`config.mk`:
```
export PLATFORM = sky130hd
export DESIGN_NAME = sdmr_mode_burst
export DESIGN_NICKNAME = d
export VERILOG_FILES = /design/src/verilog/sdmr_mode_burst.v
export VERILOG_INCLUDE_DIRS = /design/src /design/src/verilog
export SDC_FILE = /design/constraint.sdc
export NUM_CORES = 1
export LEC_CHECK = 0
export BUFFER_PORTS_ARGS = -buffer_cell sky130_fd_sc_hd__buf_2
export CAP_MARGIN = 10
export CORE_UTILIZATION = 35
export DETAILED_ROUTE_END_ITERATION = 10
export GPL_TIMING_DRIVEN = 0
export HOLD_SLACK_MARGIN = 0.08
export PLACE_DENSITY = 0.65
export SKIP_CTS_REPAIR_TIMING = 1
export SYNTH_ARGS = -nofsm -noshare
export SYNTH_HDL_FRONTEND = slang
export SYNTH_SLANG_ARGS = --single-unit
```
`constraint.sdc`:
```
create_clock -name clk -period 4.84 [get_ports clk]
set_clock_uncertainty 0.2 [all_clocks]
set_input_delay 0.242 -clock clk [delete_from_list [all_inputs] [get_ports clk]]
set_output_delay 0.242 -clock clk [all_outputs]
set_load 0.05 [all_outputs]
```
`src/verilog/sdmr_regs.vh`:
```
// field layout, command codes and reset values of the sdram mode/burst block
// assumes a one-clock design with command pins sampled on the rising edge
`ifndef SDMR_REGS_VH
`define SDMR_REGS_VH

// mode_config field positions
`define SDMR_BL_LSB 0
`define SDMR_BL_MSB 2
`define SDMR_BT_BIT 3
`define SDMR_RL_LSB 4
`define SDMR_RL_MSB 6
`define SDMR_OP_LSB 7
`define SDMR_OP_MSB 8
`define SDMR_WBM_BIT 9
`define SDMR_MODE_W 13

// burst length codes
`define SDMR_BL_1 3'h0
`define SDMR_BL_2 3'h1
`define SDMR_BL_4 3'h2
`define SDMR_BL_8 3'h3
`define SDMR_BL_PAGE 3'h7

// read latency codes
`define SDMR_RL_2 3'h2
`define SDMR_RL_3 3'h3

// command codes {csN, rasN, casN, weN}
`define SDMR_CMD_LOAD 4'h0
`define SDMR_CMD_READ 4'h5
`define SDMR_CMD_WRITE 4'h4
`define SDMR_CMD_TERM 4'h6

// bank-select values for the two mode-register targets
`define SDMR_BA_MAIN 2'h0
`define SDMR_BA_EXT 2'h2

// extended field positions
`define SDMR_PARTIAL_ARRAY_SELF_REFRESH_LSB 0
`define SDMR_PARTIAL_ARRAY_SELF_REFRESH_MSB 2
`define SDMR_TEMP_COMPENSATED_SELF_REFRESH_LSB 3
`define SDMR_TEMP_COMPENSATED_SELF_REFRESH_MSB 4
`define SDMR_DS_LSB 5
`define SDMR_DS_MSB 6

// reset values: main register cleared, extended at its power-up defaults
`define SDMR_MODE_RESET 13'h0000
`define SDMR_EXT_RESET 13'h0018

`endif

```
`src/verilog/sdmr_mode_burst.v`:
```
// mode-register programming and burst column sequencing of a four-bank sdram
// assumes a controller driving command, address and bank pins on the rising
// clock edge; the storage array itself lives elsewhere
//
// Behaviour
// - main mode register written only by load-mode command, held until rewritten
// - load-mode with bank select 10 writes the extended register instead
// - extended defaults: temp-compensated refresh on, full drive, all four banks
// - burst length from mode bits zero to two
// - sequential or interleaved order from mode bit three
// - read latency from mode bits four to six
// - operating mode from bits seven, eight; write-burst mode from bit nine
// - bits ten to twelve reserved, no function; controller loads zero
// - lengths 1,2,4,8 both orders; full page sequential only
// - full page plus burst terminate gives arbitrary lengths
// - burst confined to aligned block of burst length, wrapping
// - block chosen by column bits above the offset bits
// - low column bits choose start within block
// - full page steps by one, wraps to column zero, continues
// - sequential adds index modulo length; interleaved xors index
// - write-burst bit set makes every write a single access
// - read data driven one edge before, valid at, command edge plus latency
`timescale 1ns/1ps
`include "sdmr_regs.vh"

module sdmr_mode_burst #(
   parameter COL_W = 8
) (
   input wire clk,
   input wire rst,
   input wire csN,
   input wire rasN,
   input wire casN,
   input wire weN,
   input wire [11:0] addr,
   input wire [1:0] bankSel,
   output reg [12:0] modeConfig,
   output reg [12:0] extendedModeConfig,
   output wire [2:0] burstLengthField,
   output wire burstTypeBit,
   output wire [2:0] readLatencyField,
   output wire [1:0] opMode,
   output wire writeBurstModeBit,
   output wire [2:0] partialArraySelfRefresh,
   output wire [1:0] tempCompensatedSelfRefresh,
   output wire [1:0] driveStrength,
   output reg accessValid,
   output reg accessWrite,
   output reg [1:0] accessBank,
   output reg [COL_W-1:0] accessCol,
   output reg readDrive,
   output reg readValid,
   output reg [COL_W-1:0] readCol
);

   wire [3:0] cmd = {csN, rasN, casN, weN};
   // every other pin pattern (deselect, nop, row commands) is ignored here
   reg isLoad;
   reg isRead;
   reg isWrite;
   reg isTerm;
   always @* begin
      isLoad = 1'b0;
      isRead = 1'b0;
      isWrite = 1'b0;
      isTerm = 1'b0;
      case (cmd)
         `SDMR_CMD_LOAD: begin
            isLoad = 1'b1;
         end
         `SDMR_CMD_READ: begin
            isRead = 1'b1;
         end
         `SDMR_CMD_WRITE: begin
            isWrite = 1'b1;
         end
         `SDMR_CMD_TERM: begin
            isTerm = 1'b1;
         end
         default: begin
            isLoad = 1'b0;
         end
      endcase
   end

   // load target from bank select; 01 and 11 select nothing
   reg loadMain;
   reg loadExt;
   always @* begin
      loadMain = 1'b0;
      loadExt = 1'b0;
      if (isLoad) begin
         case (bankSel)
            `SDMR_BA_MAIN: begin
               loadMain = 1'b1;
            end
            `SDMR_BA_EXT: begin
               loadExt = 1'b1;
            end
            default: begin
               loadMain = 1'b0;
            end
         endcase
      end
   end

   // field views; reserved bits 10..12 feed nothing
   assign burstLengthField = modeConfig[`SDMR_BL_MSB:`SDMR_BL_LSB];
   assign burstTypeBit = modeConfig[`SDMR_BT_BIT];
   assign readLatencyField = modeConfig[`SDMR_RL_MSB:`SDMR_RL_LSB];
   assign opMode = modeConfig[`SDMR_OP_MSB:`SDMR_OP_LSB];
   assign writeBurstModeBit = modeConfig[`SDMR_WBM_BIT];
   assign partialArraySelfRefresh = extendedModeConfig[`SDMR_PARTIAL_ARRAY_SELF_REFRESH_MSB:`SDMR_PARTIAL_ARRAY_SELF_REFRESH_LSB];
   assign tempCompensatedSelfRefresh = extendedModeConfig[`SDMR_TEMP_COMPENSATED_SELF_REFRESH_MSB:`SDMR_TEMP_COMPENSATED_SELF_REFRESH_LSB];
   assign driveStrength = extendedModeConfig[`SDMR_DS_MSB:`SDMR_DS_LSB];

   // mode registers; pin a12 does not exist, so bit 12 always loads zero
   always @(posedge clk) begin
      if (rst) begin
         modeConfig <= `SDMR_MODE_RESET;
         extendedModeConfig <= `SDMR_EXT_RESET;
      end else begin
         if (loadMain) begin
            modeConfig <= {1'b0, addr};
         end
         if (loadExt) begin
            extendedModeConfig <= {1'b0, addr};
         end
      end
   end

   // burst length decode into an offset mask; reserved codes act as length one
   reg [COL_W-1:0] lenMask;
   reg fullPage;
   always @* begin
      lenMask = {COL_W{1'b0}};
      fullPage = 1'b0;
      case (burstLengthField)
         `SDMR_BL_1: begin
            lenMask = {COL_W{1'b0}};
         end
         `SDMR_BL_2: begin
            lenMask = {{(COL_W-1){1'b0}}, 1'b1};
         end
         `SDMR_BL_4: begin
            lenMask = {{(COL_W-2){1'b0}}, 2'h3};
         end
         `SDMR_BL_8: begin
            lenMask = {{(COL_W-3){1'b0}}, 3'h7};
         end
         `SDMR_BL_PAGE: begin
            lenMask = {COL_W{1'b1}};
            fullPage = 1'b1;
         end
         default: begin
            lenMask = {COL_W{1'b0}};
         end
      endcase
   end

   // burst state; one column per clock, so the array behind must keep pace
   localparam ST_IDLE = 1'b0;
   localparam ST_BURST = 1'b1;
   reg state;
   reg [COL_W-1:0] startCol;
   reg [COL_W-1:0] mask;
   reg [COL_W-1:0] idx;
   reg interleave;
   reg pageMode;
   reg curWrite;
   reg [1:0] curBank;

   // next column from start, index and mask
   function [COL_W-1:0] colOf;
      input [COL_W-1:0] st;
      input [COL_W-1:0] ix;
      input [COL_W-1:0] mk;
      input il;
      reg [COL_W-1:0] off;
      begin
         if (il) begin
            off = (st ^ ix) & mk;
         end else begin
            off = (st + ix) & mk;
         end
         colOf = (st & ~mk) | off;
      end
   endfunction

   // a write with the write-burst bit set is a single access
   wire singleWrite = isWrite & writeBurstModeBit;
   wire [COL_W-1:0] cmdMask = singleWrite ? {COL_W{1'b0}} : lenMask;
   wire cmdPage = fullPage & ~singleWrite;
   // interleaved full page is unsupported; it runs sequential
   wire cmdInterleave = burstTypeBit & ~cmdPage;
   wire [COL_W-1:0] cmdCol = addr[COL_W-1:0];
   wire [COL_W-1:0] nextIdx = idx + {{(COL_W-1){1'b0}}, 1'b1};
   // a fixed burst ends when the index wraps inside the offset mask
   wire lastBeat = (nextIdx & mask) == {COL_W{1'b0}};

   always @(posedge clk) begin
      if (rst) begin
         state <= ST_IDLE;
         startCol <= {COL_W{1'b0}};
         mask <= {COL_W{1'b0}};
         idx <= {COL_W{1'b0}};
         interleave <= 1'b0;
         pageMode <= 1'b0;
         curWrite <= 1'b0;
         curBank <= 2'h0;
         accessValid <= 1'b0;
         accessWrite <= 1'b0;
         accessBank <= 2'h0;
         accessCol <= {COL_W{1'b0}};
      end else if (isRead | isWrite) begin
         // a new column command cuts any running burst short
         startCol <= cmdCol;
         mask <= cmdMask;
         interleave <= cmdInterleave;
         pageMode <= cmdPage;
         curWrite <= isWrite;
         curBank <= bankSel;
         idx <= {{(COL_W-1){1'b0}}, 1'b1};
         accessValid <= 1'b1;
         accessWrite <= isWrite;
         accessBank <= bankSel;
         accessCol <= cmdCol;
         if (cmdMask == {COL_W{1'b0}}) begin
            state <= ST_IDLE;
         end else begin
            state <= ST_BURST;
         end
      end else if (isTerm) begin
         state <= ST_IDLE;
         accessValid <= 1'b0;
      end else begin
         case (state)
            ST_BURST: begin
               accessValid <= 1'b1;
               accessWrite <= curWrite;
               accessBank <= curBank;
               accessCol <= colOf(startCol, idx, mask, interleave);
               idx <= nextIdx;
               // a page burst never ends by itself, it wraps past the top column
               if (lastBeat & ~pageMode) begin
                  state <= ST_IDLE;
               end
            end
            default: begin
               accessValid <= 1'b0;
            end
         endcase
      end
   end

   // read latency pipeline; stage k is high k+1 edges after the command edge
   // only column timing is modelled, the data path lives with the array
   reg [1:0] rdPipe;
   reg [COL_W-1:0] rdCol0;
   reg [COL_W-1:0] rdCol1;
   // reserved latency codes are run as three clocks
   reg lat2;
   always @* begin
      case (readLatencyField)
         `SDMR_RL_2: begin
            lat2 = 1'b1;
         end
         default: begin
            lat2 = 1'b0;
         end
      endcase
   end
   // a read access appears one edge after its edge, so stage 0 is edge n+1
   wire rdNow = accessValid & ~accessWrite;

   // drive from edge n+m-1, valid from edge n+m
   reg next_readDrive;
   reg next_readValid;
   reg [COL_W-1:0] next_readCol;
   always @* begin
      if (lat2) begin
         next_readDrive = rdNow;
         next_readValid = rdPipe[0];
         next_readCol = rdCol0;
      end else begin
         next_readDrive = rdPipe[0];
         next_readValid = rdPipe[1];
         next_readCol = rdCol1;
      end
   end

   always @(posedge clk) begin
      if (rst) begin
         rdPipe <= 2'h0;
         rdCol0 <= {COL_W{1'b0}};
         rdCol1 <= {COL_W{1'b0}};
         readDrive <= 1'b0;
         readValid <= 1'b0;
         readCol <= {COL_W{1'b0}};
      end else begin
         rdPipe <= {rdPipe[0], rdNow};
         rdCol0 <= accessCol;
         rdCol1 <= rdCol0;
         readDrive <= next_readDrive;
         readValid <= next_readValid;
         readCol <= next_readCol;
      end
   end

endmodule

```
=== Yosys cells after proc, flatten, opt, wreduce, memory -nomap -nowiden ===
Cells that the tools add are included.

* Bits in registers: 94
* Input bits: 20
* Output and inout port bits: 65
* Logic and storage cells: 99

* Add/sub/neg operators: 2
* Eq/ne operators: 10
* Multiplexer cells: 40
* Bitwise operators: 18
* Reduce and logical (&&, ||, !) cells: 8

{| class="wikitable"
|+ Operators by type and width
! cell !! count
|-
| 8-bit two-way mux || 10
|-
| 8-bit bitwise AND || 4
|-
| 8-bit one-hot mux with 4 select lines || 1
|-
| 1-bit two-way mux || 26
|-
| 8-bit logical NOT || 2
|-
| 4-bit by 3-bit == test with 1-bit output, second input constant || 3
|-
| 3-bit by 2-bit == test with 1-bit output, second input constant || 3
|-
| 8-bit by 1-bit adder with 8-bit output, second input constant || 1
|-
| 8-bit adder || 1
|-
| 8-bit NOT || 1
|-
| 8-bit bitwise OR || 1
|-
| 8-bit XOR || 1
|-
| 2-bit two-way mux || 3
|-
| 1-bit bitwise AND || 5
|-
| 1-bit NOT || 5
|-
| 4-bit logical NOT || 1
|-
| 2-bit AND reduction || 2
|-
| 3-bit by 1-bit == test with 1-bit output, second input constant || 1
|-
| 3-bit == test, second input constant || 1
|-
| 2-bit == test, second input constant || 1
|-
| 2-bit logical NOT || 1
|-
| 2-bit by 1-bit != test with 1-bit output, second input constant || 1
|-
| 2-bit nonzero test || 1
|-
| 2-bit OR reduction || 1
|-
| 1-bit bitwise OR || 1
|}

=== Logic depth before layout (Yosys ltp) ===
Gate-level depths: netlist of run 1.

* Depth in word-level cells: 11
* Depth in mapped cells: 8
* Mapped depth without buffers: 8

=== Worst setup path after synthesis of run 1 ===
OpenSTA, ideal clock, no wires.

* Kind: register to register
* Start: register idx[0]
* End: register accessCol[6]
* Setup time: 0.122 ns
* Arrival time: 1.998 ns
* Required time: 4.518 ns
* Slack: 2.520 ns
* Stages on the path, launching flop included: 9
* Path buffers: 0
* Clock period less this slack: 2.320 ns
* Cell sequence: dfxtp_1 > ha_1 > inv_1 > fa_1 > nand2b_1 > a211oi_2 > a31oi_1 > xnor2_1 > a311o_1

* Longest elaborated chain between the ends: 11

{| class="wikitable"
|+ Ends and longest elaborated chain
! what !! RTL line !! RTL
|-
| from (decl) || sdmr_mode_burst.v:167 || <nowiki>reg [COL_W-1:0] idx;</nowiki>
|-
| from (signal assigned) || sdmr_mode_burst.v:206 || <nowiki>idx <= {COL_W{1'b0}};</nowiki>
|-
| from (signal assigned) || sdmr_mode_burst.v:223 || <nowiki>idx <= {{(COL_W-1){1'b0}}, 1'b1};</nowiki>
|-
| from (signal assigned) || sdmr_mode_burst.v:243 || <nowiki>idx <= nextIdx;</nowiki>
|-
| 8-bit adder || sdmr_mode_burst.v:184 || <nowiki>off = (st + ix) & mk;</nowiki>
|-
| 8-bit bitwise AND || sdmr_mode_burst.v:184 ||
|-
| 8-bit two-way mux || sdmr_mode_burst.v:181 || <nowiki>if (il) begin</nowiki>
|-
| 8-bit two-way mux || sdmr_mode_burst.v:237 || <nowiki>case (state)</nowiki>
|-
| 8-bit two-way mux || sdmr_mode_burst.v:233 || <nowiki>end else if (isTerm) begin</nowiki>
|-
| 8-bit two-way mux || sdmr_mode_burst.v:215 || <nowiki>end else if (isRead | isWrite) begin</nowiki>
|-
| 8-bit two-way mux || sdmr_mode_burst.v:202 || <nowiki>if (rst) begin</nowiki>
|-
| 8-bit bitwise OR || sdmr_mode_burst.v:186 || <nowiki>colOf = (st & ~mk) | off;</nowiki>
|-
| 8-bit two-way mux || sdmr_mode_burst.v:237 ||
|-
| 8-bit two-way mux || sdmr_mode_burst.v:233 ||
|-
| 8-bit two-way mux || sdmr_mode_burst.v:215 ||
|-
| to (signal assigned) || sdmr_mode_burst.v:214 || <nowiki>accessCol <= {COL_W{1'b0}};</nowiki>
|-
| to (signal assigned) || sdmr_mode_burst.v:227 || <nowiki>accessCol <= cmdCol;</nowiki>
|-
| to (signal assigned) || sdmr_mode_burst.v:242 || <nowiki>accessCol <= colOf(startCol, idx, mask, interleave);</nowiki>
|-
| to (decl) || sdmr_mode_burst.v:50 || <nowiki>output reg [COL_W-1:0] accessCol,</nowiki>
|}

No other way between the ends. The select of a mux whose other input is x is not followed.
A chain may end at the register's enable or synchronous reset.

=== Worst setup path in the final report of run 1 ===
Ends and elaborated chain as after synthesis.

==> results.cfg, run 1 <==
[timing]
hold_slack_ns = 0.141
grt_setup_unrepaired = false
setup_tns_ns = 0
fmax_mhz = 387
setup_viol = 0
min_period_over_period_pct = 53.3
fin_crit_ns = 2.58
slew_headroom_pct = 61.1
worstMarginPinSlew_ns = 0.583
finalHoldViolCount = 0
drv_slew = 0

[route]
vias = 3285
drc = 0
ant_nets = 0
drt-initial-drc-count = 187
wire_per_inst_um = 14.3
drtPass1Iterations = 5
viasPerCell = 4.87
wirelength_um = 9670

[grt]
grt_use_total_pct = 16.8
grt_max_degree = 17
grt_pass1_vias = 2954
antenna_found_initial = 0
grt_pass1_wl_um = 14900
grt-ovfl-total = 0

[worst_setup_path]
startpoint = idx[0]
crit_required_ns = 4.90
critPathKind = flop to flop
r2r_end = accessCol[6]
path_max_fanout = 6
r2r-start = idx[0]
startpoint_type = flop
r2r_cells = 8
crit_arrival_ns = 2.64
endpoint_kind = flop
r2r_slack_ns = 2.26

[yosys]
synthCells = 420
synth_seq_cells = 89
netlist.area_leader.share_pct = 45.3
synth_edf_count = 0
ys.flop_type = dfxtp_1
ys_types = 58
yosysWarnings = 0
syn_area_per_cell_sq_um = 9.36
synth_area_leaders = dfxtp_1 (45%), mux2i_1 (8.1%), nor2_1 (5.9%)
synthArstFlopShare_pct = 0
synth_largest_area_cell = dfxtp_1
synth_seq_area_share_pct = 45.3
syn_area_sq_mm = 0.00393

[finish]
fin_cells = 675
fin_util_pct = 44.7
area_growth_pct = 23.8
final_nets = 559
drive_gt1_share_pct = 27.3
antenna_cells = 0

[floorplanning]
die_x_um = 108
pin_count = 85
rows = 38
die_y_um = 108
initial_core_util_pct = 36.1
core_sq_mm = 0.0109
die_area_sq_mm = 0.0117

[hold_path]
hold_path.class = primary input to flop
worstHoldStart = rasN
min_to = modeConfig[0]
holdPathStages = 4

[clocking]
cts_buffer_depth = 2
htreeDepth = 3
cts.sinks = 89
clk-insertion-delay-late_ns = 0.36
cts_tree = built
cts_inserted_buffers = 9
path_clk_slew_ns = 0.09
cts-root-buf = clkbuf_8

[power_and_ir_drop]
power.leakage_uw = 0.00208
pwr_density_cell_mw_per_mm2 = 281
p_total_uw = 1370
vdd_drop_max_v = 0.000129

[job]
cap_violations = 0

[placement]
globalplace.congestion = 0.861
dp_cells = 643
portBuffers = 82
dp_hpwl_um = 7250

[run_status]
status = complete, no violations
-- critical path, stage by stage, from the launching register on --
cell and delay [ns]:
dfxtp_1 0.46, ha_1 0.28, inv_1 0.07, fa_1 0.38, nand2b_1 0.18, a211oi_2 0.27, a31oi_1 0.14, xnor2_1 0.14
a311o_1 0.36
-- metal layers --
layer / global-route usage, % / part of all wire [%] / wire [um]
met1: 22.0 / 46 / 4410
met2: 27.3 / 47 / 4560
met3: 3.50 / 5.8 / 565
met4: 6.16 / 1.4 / 131
met5: 0 / 0 / 0
-- registers in the layout, summed over array words and instances, names as in the netlist --
name	count
accessBank	2
accessCol	8
accessValid	1
accessWrite	1
curBank	2
curWrite	1
extendedModeConfig	12
idx	8
interleave	1
mask	4
modeConfig	12
rdCol0	8
rdCol1	8
rdPipe	2
readCol	8
readDrive	1
readValid	1
startCol	8
state	1
-- synth_stat cells (3+ instances only) --
master	count
dfxtp_1	89
nor2_1	62
nand2_1	42
mux2i_1	32
a21oi_1	24
buf_4	19
nor2b_1	19
inv_1	11
buf_2	9
xnor2_1	9
ha_1	8
buf_1	6
a211o_1	4
a211oi_1	4
clkbuf_1	4
nand2b_1	4
nor3_1	4
xor2_1	4
a31oi_1	3
buf_6	3
nand3_1	3
nand3b_1	3
nor3b_1	3
o211ai_1	3
o21ai_0	3
-- logic make-up (layout without fill, tap and decap cells) --
logic type | count (synthesis) | after routing | synth area share, %
buffers and inverters | 52 | 166 | 7.64
other | 1 | 2 | 0.0954
XOR/XNOR | 13 | 13 | 2.90
adder cells (fa/ha/maj) | 10 | 10 | 3.31
multiplexers | 33 | 33 | 8.43
AND/OR/NAND/NOR | 155 | 155 | 19.0
AO/OA/AOI/OAI | 67 | 67 | 13.4
flip-flops | 89 | 89 | 45.3
-- how the worst max path moves through the flow --
stage / end / slack (ns)
4_1_cts: accessCol[6] / 2.27
6_report: accessCol[6] / 2.26
3_3_place_gp: accessCol[6] / 2.31
5_1_grt: accessCol[6] / 2.13
3_5_place_dp: accessCol[6] / 2.29
2_1_floorplan: accessCol[6] / 2.52
-- placed cells by master (no fill, tap or decap), types with 6 or more instances in the layout --
cell	n
a21oi_1	24
inv_1	11
nor2b_1	19
buf_1	6
buf_4	19
clkbuf_8	10
dfxtp_1	89
buf_2	91
dlygate4sd3_1	16
mux2i_1	32
xnor2_1	9
nand2_1	42
ha_1	8
nor2_1	62
-- power by group --
group	switching [uW]	internal, uW	total (uW)
clock network	280	209	489
logic	81.9	43.8	126
registers	10.3	745	755
total	372	998	1370
-- per-stage QoR --
step                      area (sq um)  worst slack [ns]
after floorplan                   3940              2.52
after global placement            4520              2.31
after detailed placement          4520              2.29
after CTS                         4710              2.27
after global routing              4870              2.13
final                             4870              2.26
-- area by class of cell --
type | count | area [sq um]
fillers | 1065 | 6020
plain buffers | 41 | 259
clock buffers | 11 | 141
inverters | 11 | 41.3
well taps | 140 | 175
repair buffers | 98 | 571
flip-flops and latches | 89 | 1780
multi-input cells | 280 | 1850
clock inverters | 5 | 45.0
Power figures use the tool's default switching activity.
==> inputs of run 2 (changes only) <==
- PLACE_DENSITY: 0.65 -> 0.67
- clock period: 4.84 -> 2.3 ns (I/O delays scaled with it)
==> results.cfg, run 2 (synthesis gave the netlist of run 1 again) <==
[timing]
slew_headroom_pct = 62.7
fin_crit_ns = 2.23
fmax_mhz = 448
worstMarginPinSlew_ns = 0.556
drv_slew = 0
setup_tns_ns = 0
hold_slack_ns = 0.0639
min_period_over_period_pct = 97.0
setup_viol = 0
finalHoldViolCount = 0

[hold_path]
worstHoldStart = casN
hold_path.class = primary input to flop
min_to = startCol[7]
holdPathStages = 4

[route]
viasPerCell = 4.92
drtPass1Iterations = 4
drc = 0
wirelength_um = 9780
drt-initial-drc-count = 174
wire_per_inst_um = 14.4
ant_nets = 0
vias = 3333

[worst_setup_path]
r2r_slack_ns = 0.07
r2r_cells = 8
crit_arrival_ns = 2.28
endpoint_kind = flop
r2r_end = accessCol[6]
critPathKind = flop to flop
r2r-start = idx[0]
path_max_fanout = 3
crit_required_ns = 2.35
startpoint_type = flop

[finish]
mostFrequentLayoutCell = buf_2
drive_gt1_share_pct = 28.4
reg_top3 = extendedModeConfig: 12 flops, modeConfig: 12 flops
final_nets = 562
antenna_cells = 0
area_growth_pct = 25.4
final_cell_mix = buf_2 (91), dfxtp_1 (86), nor2_1 (62), nand2_1 (42), mux2i_1 (32)

[job]
cap_violations = 0

[run_status]
status = complete, no violations

[power_and_ir_drop]
power.leakage_uw = 0.00210
pwr_density_cell_mw_per_mm2 = 578
vdd_drop_max_v = 0.000301

[floorplanning]
pin_count = 85
die_area_sq_mm = 0.0117
initial_core_util_pct = 36.1
die_y_um = 108
core_sq_mm = 0.0109
die_x_um = 108
rows = 38

[clocking]
cts.sinks = 89
clk-insertion-delay-late_ns = 0.36
cts_tree = built
cts_inserted_buffers = 9
htreeDepth = 3
cts_buffer_depth = 2
path_clk_slew_ns = 0.09
cts-root-buf = clkbuf_8

[placement]
dp_hpwl_um = 7380
globalplace.congestion = 0.882
portBuffers = 82

[grt]
grt_pass1_wl_um = 15200
grt-ovfl-total = 0
grt_use_total_pct = 17.1
grt_pass1_vias = 3045
antenna_found_initial = 0
grt_max_degree = 17
## run 2: through the flow
| step | area (sq um) | setup WS, ns | total power, uW | util [%] | cells |
|---|---|---|---|---|---|
| floorplan | 3940 | 0.0548 | 1790 | - | 421 |
| global placement | 4530 | -0.111 | 1860 | 41.6 | 643 |
| detailed placement | 4530 | -0.130 | 1870 | 41.6 | 643 |
| CTS | 4710 | -0.167 | 2840 | 43.2 | 659 |
| global route | 4930 | -0.00135 | 2950 | 45.3 | 678 |
| finish | 4930 | 0.0682 | 2850 | 45.3 | 678 |
## run 2: power breakdown
group	internal [uW]	switching, uW
Combinational	95.3	175
Sequential	1570	21.6
Clock	406	584
Total	2070	781
## run 2: layout make-up
cell class                 instances  area, sq um
buffer                            41          259
clock buffer                      10          128
clock inverter                     6         53.8
fill                            1079         5960
inverter                          11         41.3
multi-input combinational        280         1880
sequential                        89         1790
tap                              140          175
timing repair buffer             101          598
## run 2: layer usage
layer | wire, um | vias up | part of all wire (%) | global-route usage [%]
met5 | 0 | - | 0 | 0
met4 | 189 | 0 | 1.9 | 5.48
met3 | 471 | 22 | 4.8 | 3.68
met2 | 4650 | 87 | 48 | 28.5
met1 | 4470 | 1576 | 46 | 21.8
li1 | - | 1648 | - | -
## run 2: worst max-delay path by stage
stage,to,depth (start not counted),start
finish,accessCol[6],8,idx[0]
detailed placement,accessCol[6],8,idx[0]
floorplan,accessCol[6],8,idx[0]
global route,accessCol[6],8,idx[0]
global placement,accessCol[6],8,idx[0]
CTS,accessCol[6],8,idx[0]
## run 2: critical path, cell delays in order (launching register included)
cell,delay [ns]
dfxtp_4,0.38
ha_4,0.16
inv_1,0.06
fa_2,0.37
nand2b_4,0.16
a211oi_4,0.25
a31oi_1,0.13
xnor2_1,0.15
a311o_1,0.26
==> inputs of run 3 (changes only) <==
==> constraint.sdc (replaced) <==
create_clock -name clk -period 2.3 [get_ports clk]
set_clock_uncertainty 0.2 [all_clocks]
set_input_delay 0 -clock clk [delete_from_list [all_inputs] [get_ports clk]]
set_output_delay 0 -clock clk [all_outputs]
set_load 0.05 [all_outputs]
==> results.cfg, run 3 (synthesis gave the netlist of run 1 again) <==
[worst_setup_path]
critical-path-top-delay-family = compound AO/OA/AOI/OAI gates
crit_required_ns = 2.35
critPathKind = flop to flop
startpoint_type = flop
startpoint = idx[0]
endpoint_kind = flop
max_stage_delay_ns = 0.38
crit_arrival_ns = 2.28
path_max_fanout = 3
r2r-start = idx[0]
slowest_stage = dfxtp_4
crit_chain = ha_4 > inv_1 > fa_2 > nand2b_4 > a211oi_4 > a31oi_1 > xnor2_1 > a311o_1
crit_buf_inv = 1

[floorplanning]
core_sq_mm = 0.0109
die_area_sq_mm = 0.0117
die_y_um = 108
die_x_um = 108
rows = 38
initial_core_util_pct = 36.1
pin_count = 85

[route]
ant_nets = 0
vias = 3337
drc = 0
drtPass1Iterations = 4
viasPerCell = 4.90
wire_per_inst_um = 14.4
drt-initial-drc-count = 167
wirelength_um = 9820

[finish]
fin_cells = 681
fillerInstances = 1077
final_nets = 565
final_cell_mix = buf_2 (91), dfxtp_1 (86), nor2_1 (62), nand2_1 (42), mux2i_1 (32)
antenna_cells = 0
area_growth_pct = 26.1
reg_top3 = extendedModeConfig: 12 flops, modeConfig: 12 flops
mostFrequentLayoutCell = buf_2
drive_gt1_share_pct = 28.3
regArea_sq_mm = 0.00179
multi_input_area_sq_mm = 0.00188

[clocking]
cts.sinks = 89
clk-insertion-delay-late_ns = 0.36
cts_buffer_depth = 2
cts_inserted_buffers = 9
htreeDepth = 3
cts_tree = built
cts-root-buf = clkbuf_8
path_clk_slew_ns = 0.09

[grt]
grt_use_total_pct = 17.1
grt-ovfl-total = 0
grt_max_degree = 17
antenna_found_initial = 0
grt_pass1_vias = 3045
grt_pass1_wl_um = 15200

[placement]
dp_hpwl_um = 7380
dp_cells = 643
globalplace.congestion = 0.882
portBuffers = 82

[timing]
finalHoldViolCount = 0
drv_slew = 0
fin_crit_ns = 2.23
slew_headroom_pct = 62.0
worstMarginPinSlew_ns = 0.566
min_period_over_period_pct = 97.0
fmax_mhz = 448
setup_viol = 0
hold_slack_ns = 0.213
setup_tns_ns = 0

[job]
cap_violations = 0

[power_and_ir_drop]
p_total_uw = 2850
power.leakage_uw = 0.00212
vdd_drop_max_v = 0.000301
pwr_density_cell_mw_per_mm2 = 574

[run_status]
status = complete, no violations

[hold_path]
hold_path.class = primary input to flop
worstHoldStart = addr[11]
run 3: per-stage QoR:
step	area [sq um]	worst slack, ns	utilization [%]
after detailed placement	4530	-0.130	41.6
after global placement	4530	-0.111	41.6
after CTS	4710	-0.167	43.2
after global routing	4960	-0.00153	45.6
after floorplan	3940	0.0548	-
final	4960	0.0697	45.6
run 3: routing by layer:
metal,up-vias,share of wire [%],track usage [%],routed length [um]
li1,1646,-,-,-
met1,1585,45,21.8,4440
met2,84,48,28.5,4680
met3,22,4.8,3.68,469
met4,0,2.4,5.48,232
met5,-,0,0,0
run 3: path summary, 6_finish.rpt:
check	slack, ns	cells past startpoint	end
min reg2reg	0.26	1	rdCol1[7]
min	0.21	4	extendedModeConfig[11]
max	0.07	8	accessCol[6]
max reg2reg	0.07	8	accessCol[6]
run 3: cell type report:
type | count | share of cell area [%]
inverter | 11 | 0.832
clock buffer | 10 | 2.57
timing repair buffer | 104 | 12.7
sequential | 89 | 36.1
clock inverter | 6 | 1.08
multi-input combinational | 280 | 38.0
buffer | 41 | 5.22
tap | 140 | 3.53
run 3: report_power, final:
group	switching (uW)	total [uW]	internal, uW
sequential	21.5	1590	1570
combinational	176	274	98.3
clock	580	985	405
run 3: worst min-delay path, cell delays in order:
cell and delay (ns):
dlygate4sd3_1 0.52, buf_2 0.10, mux2i_1 0.05, nor2_1 0.07
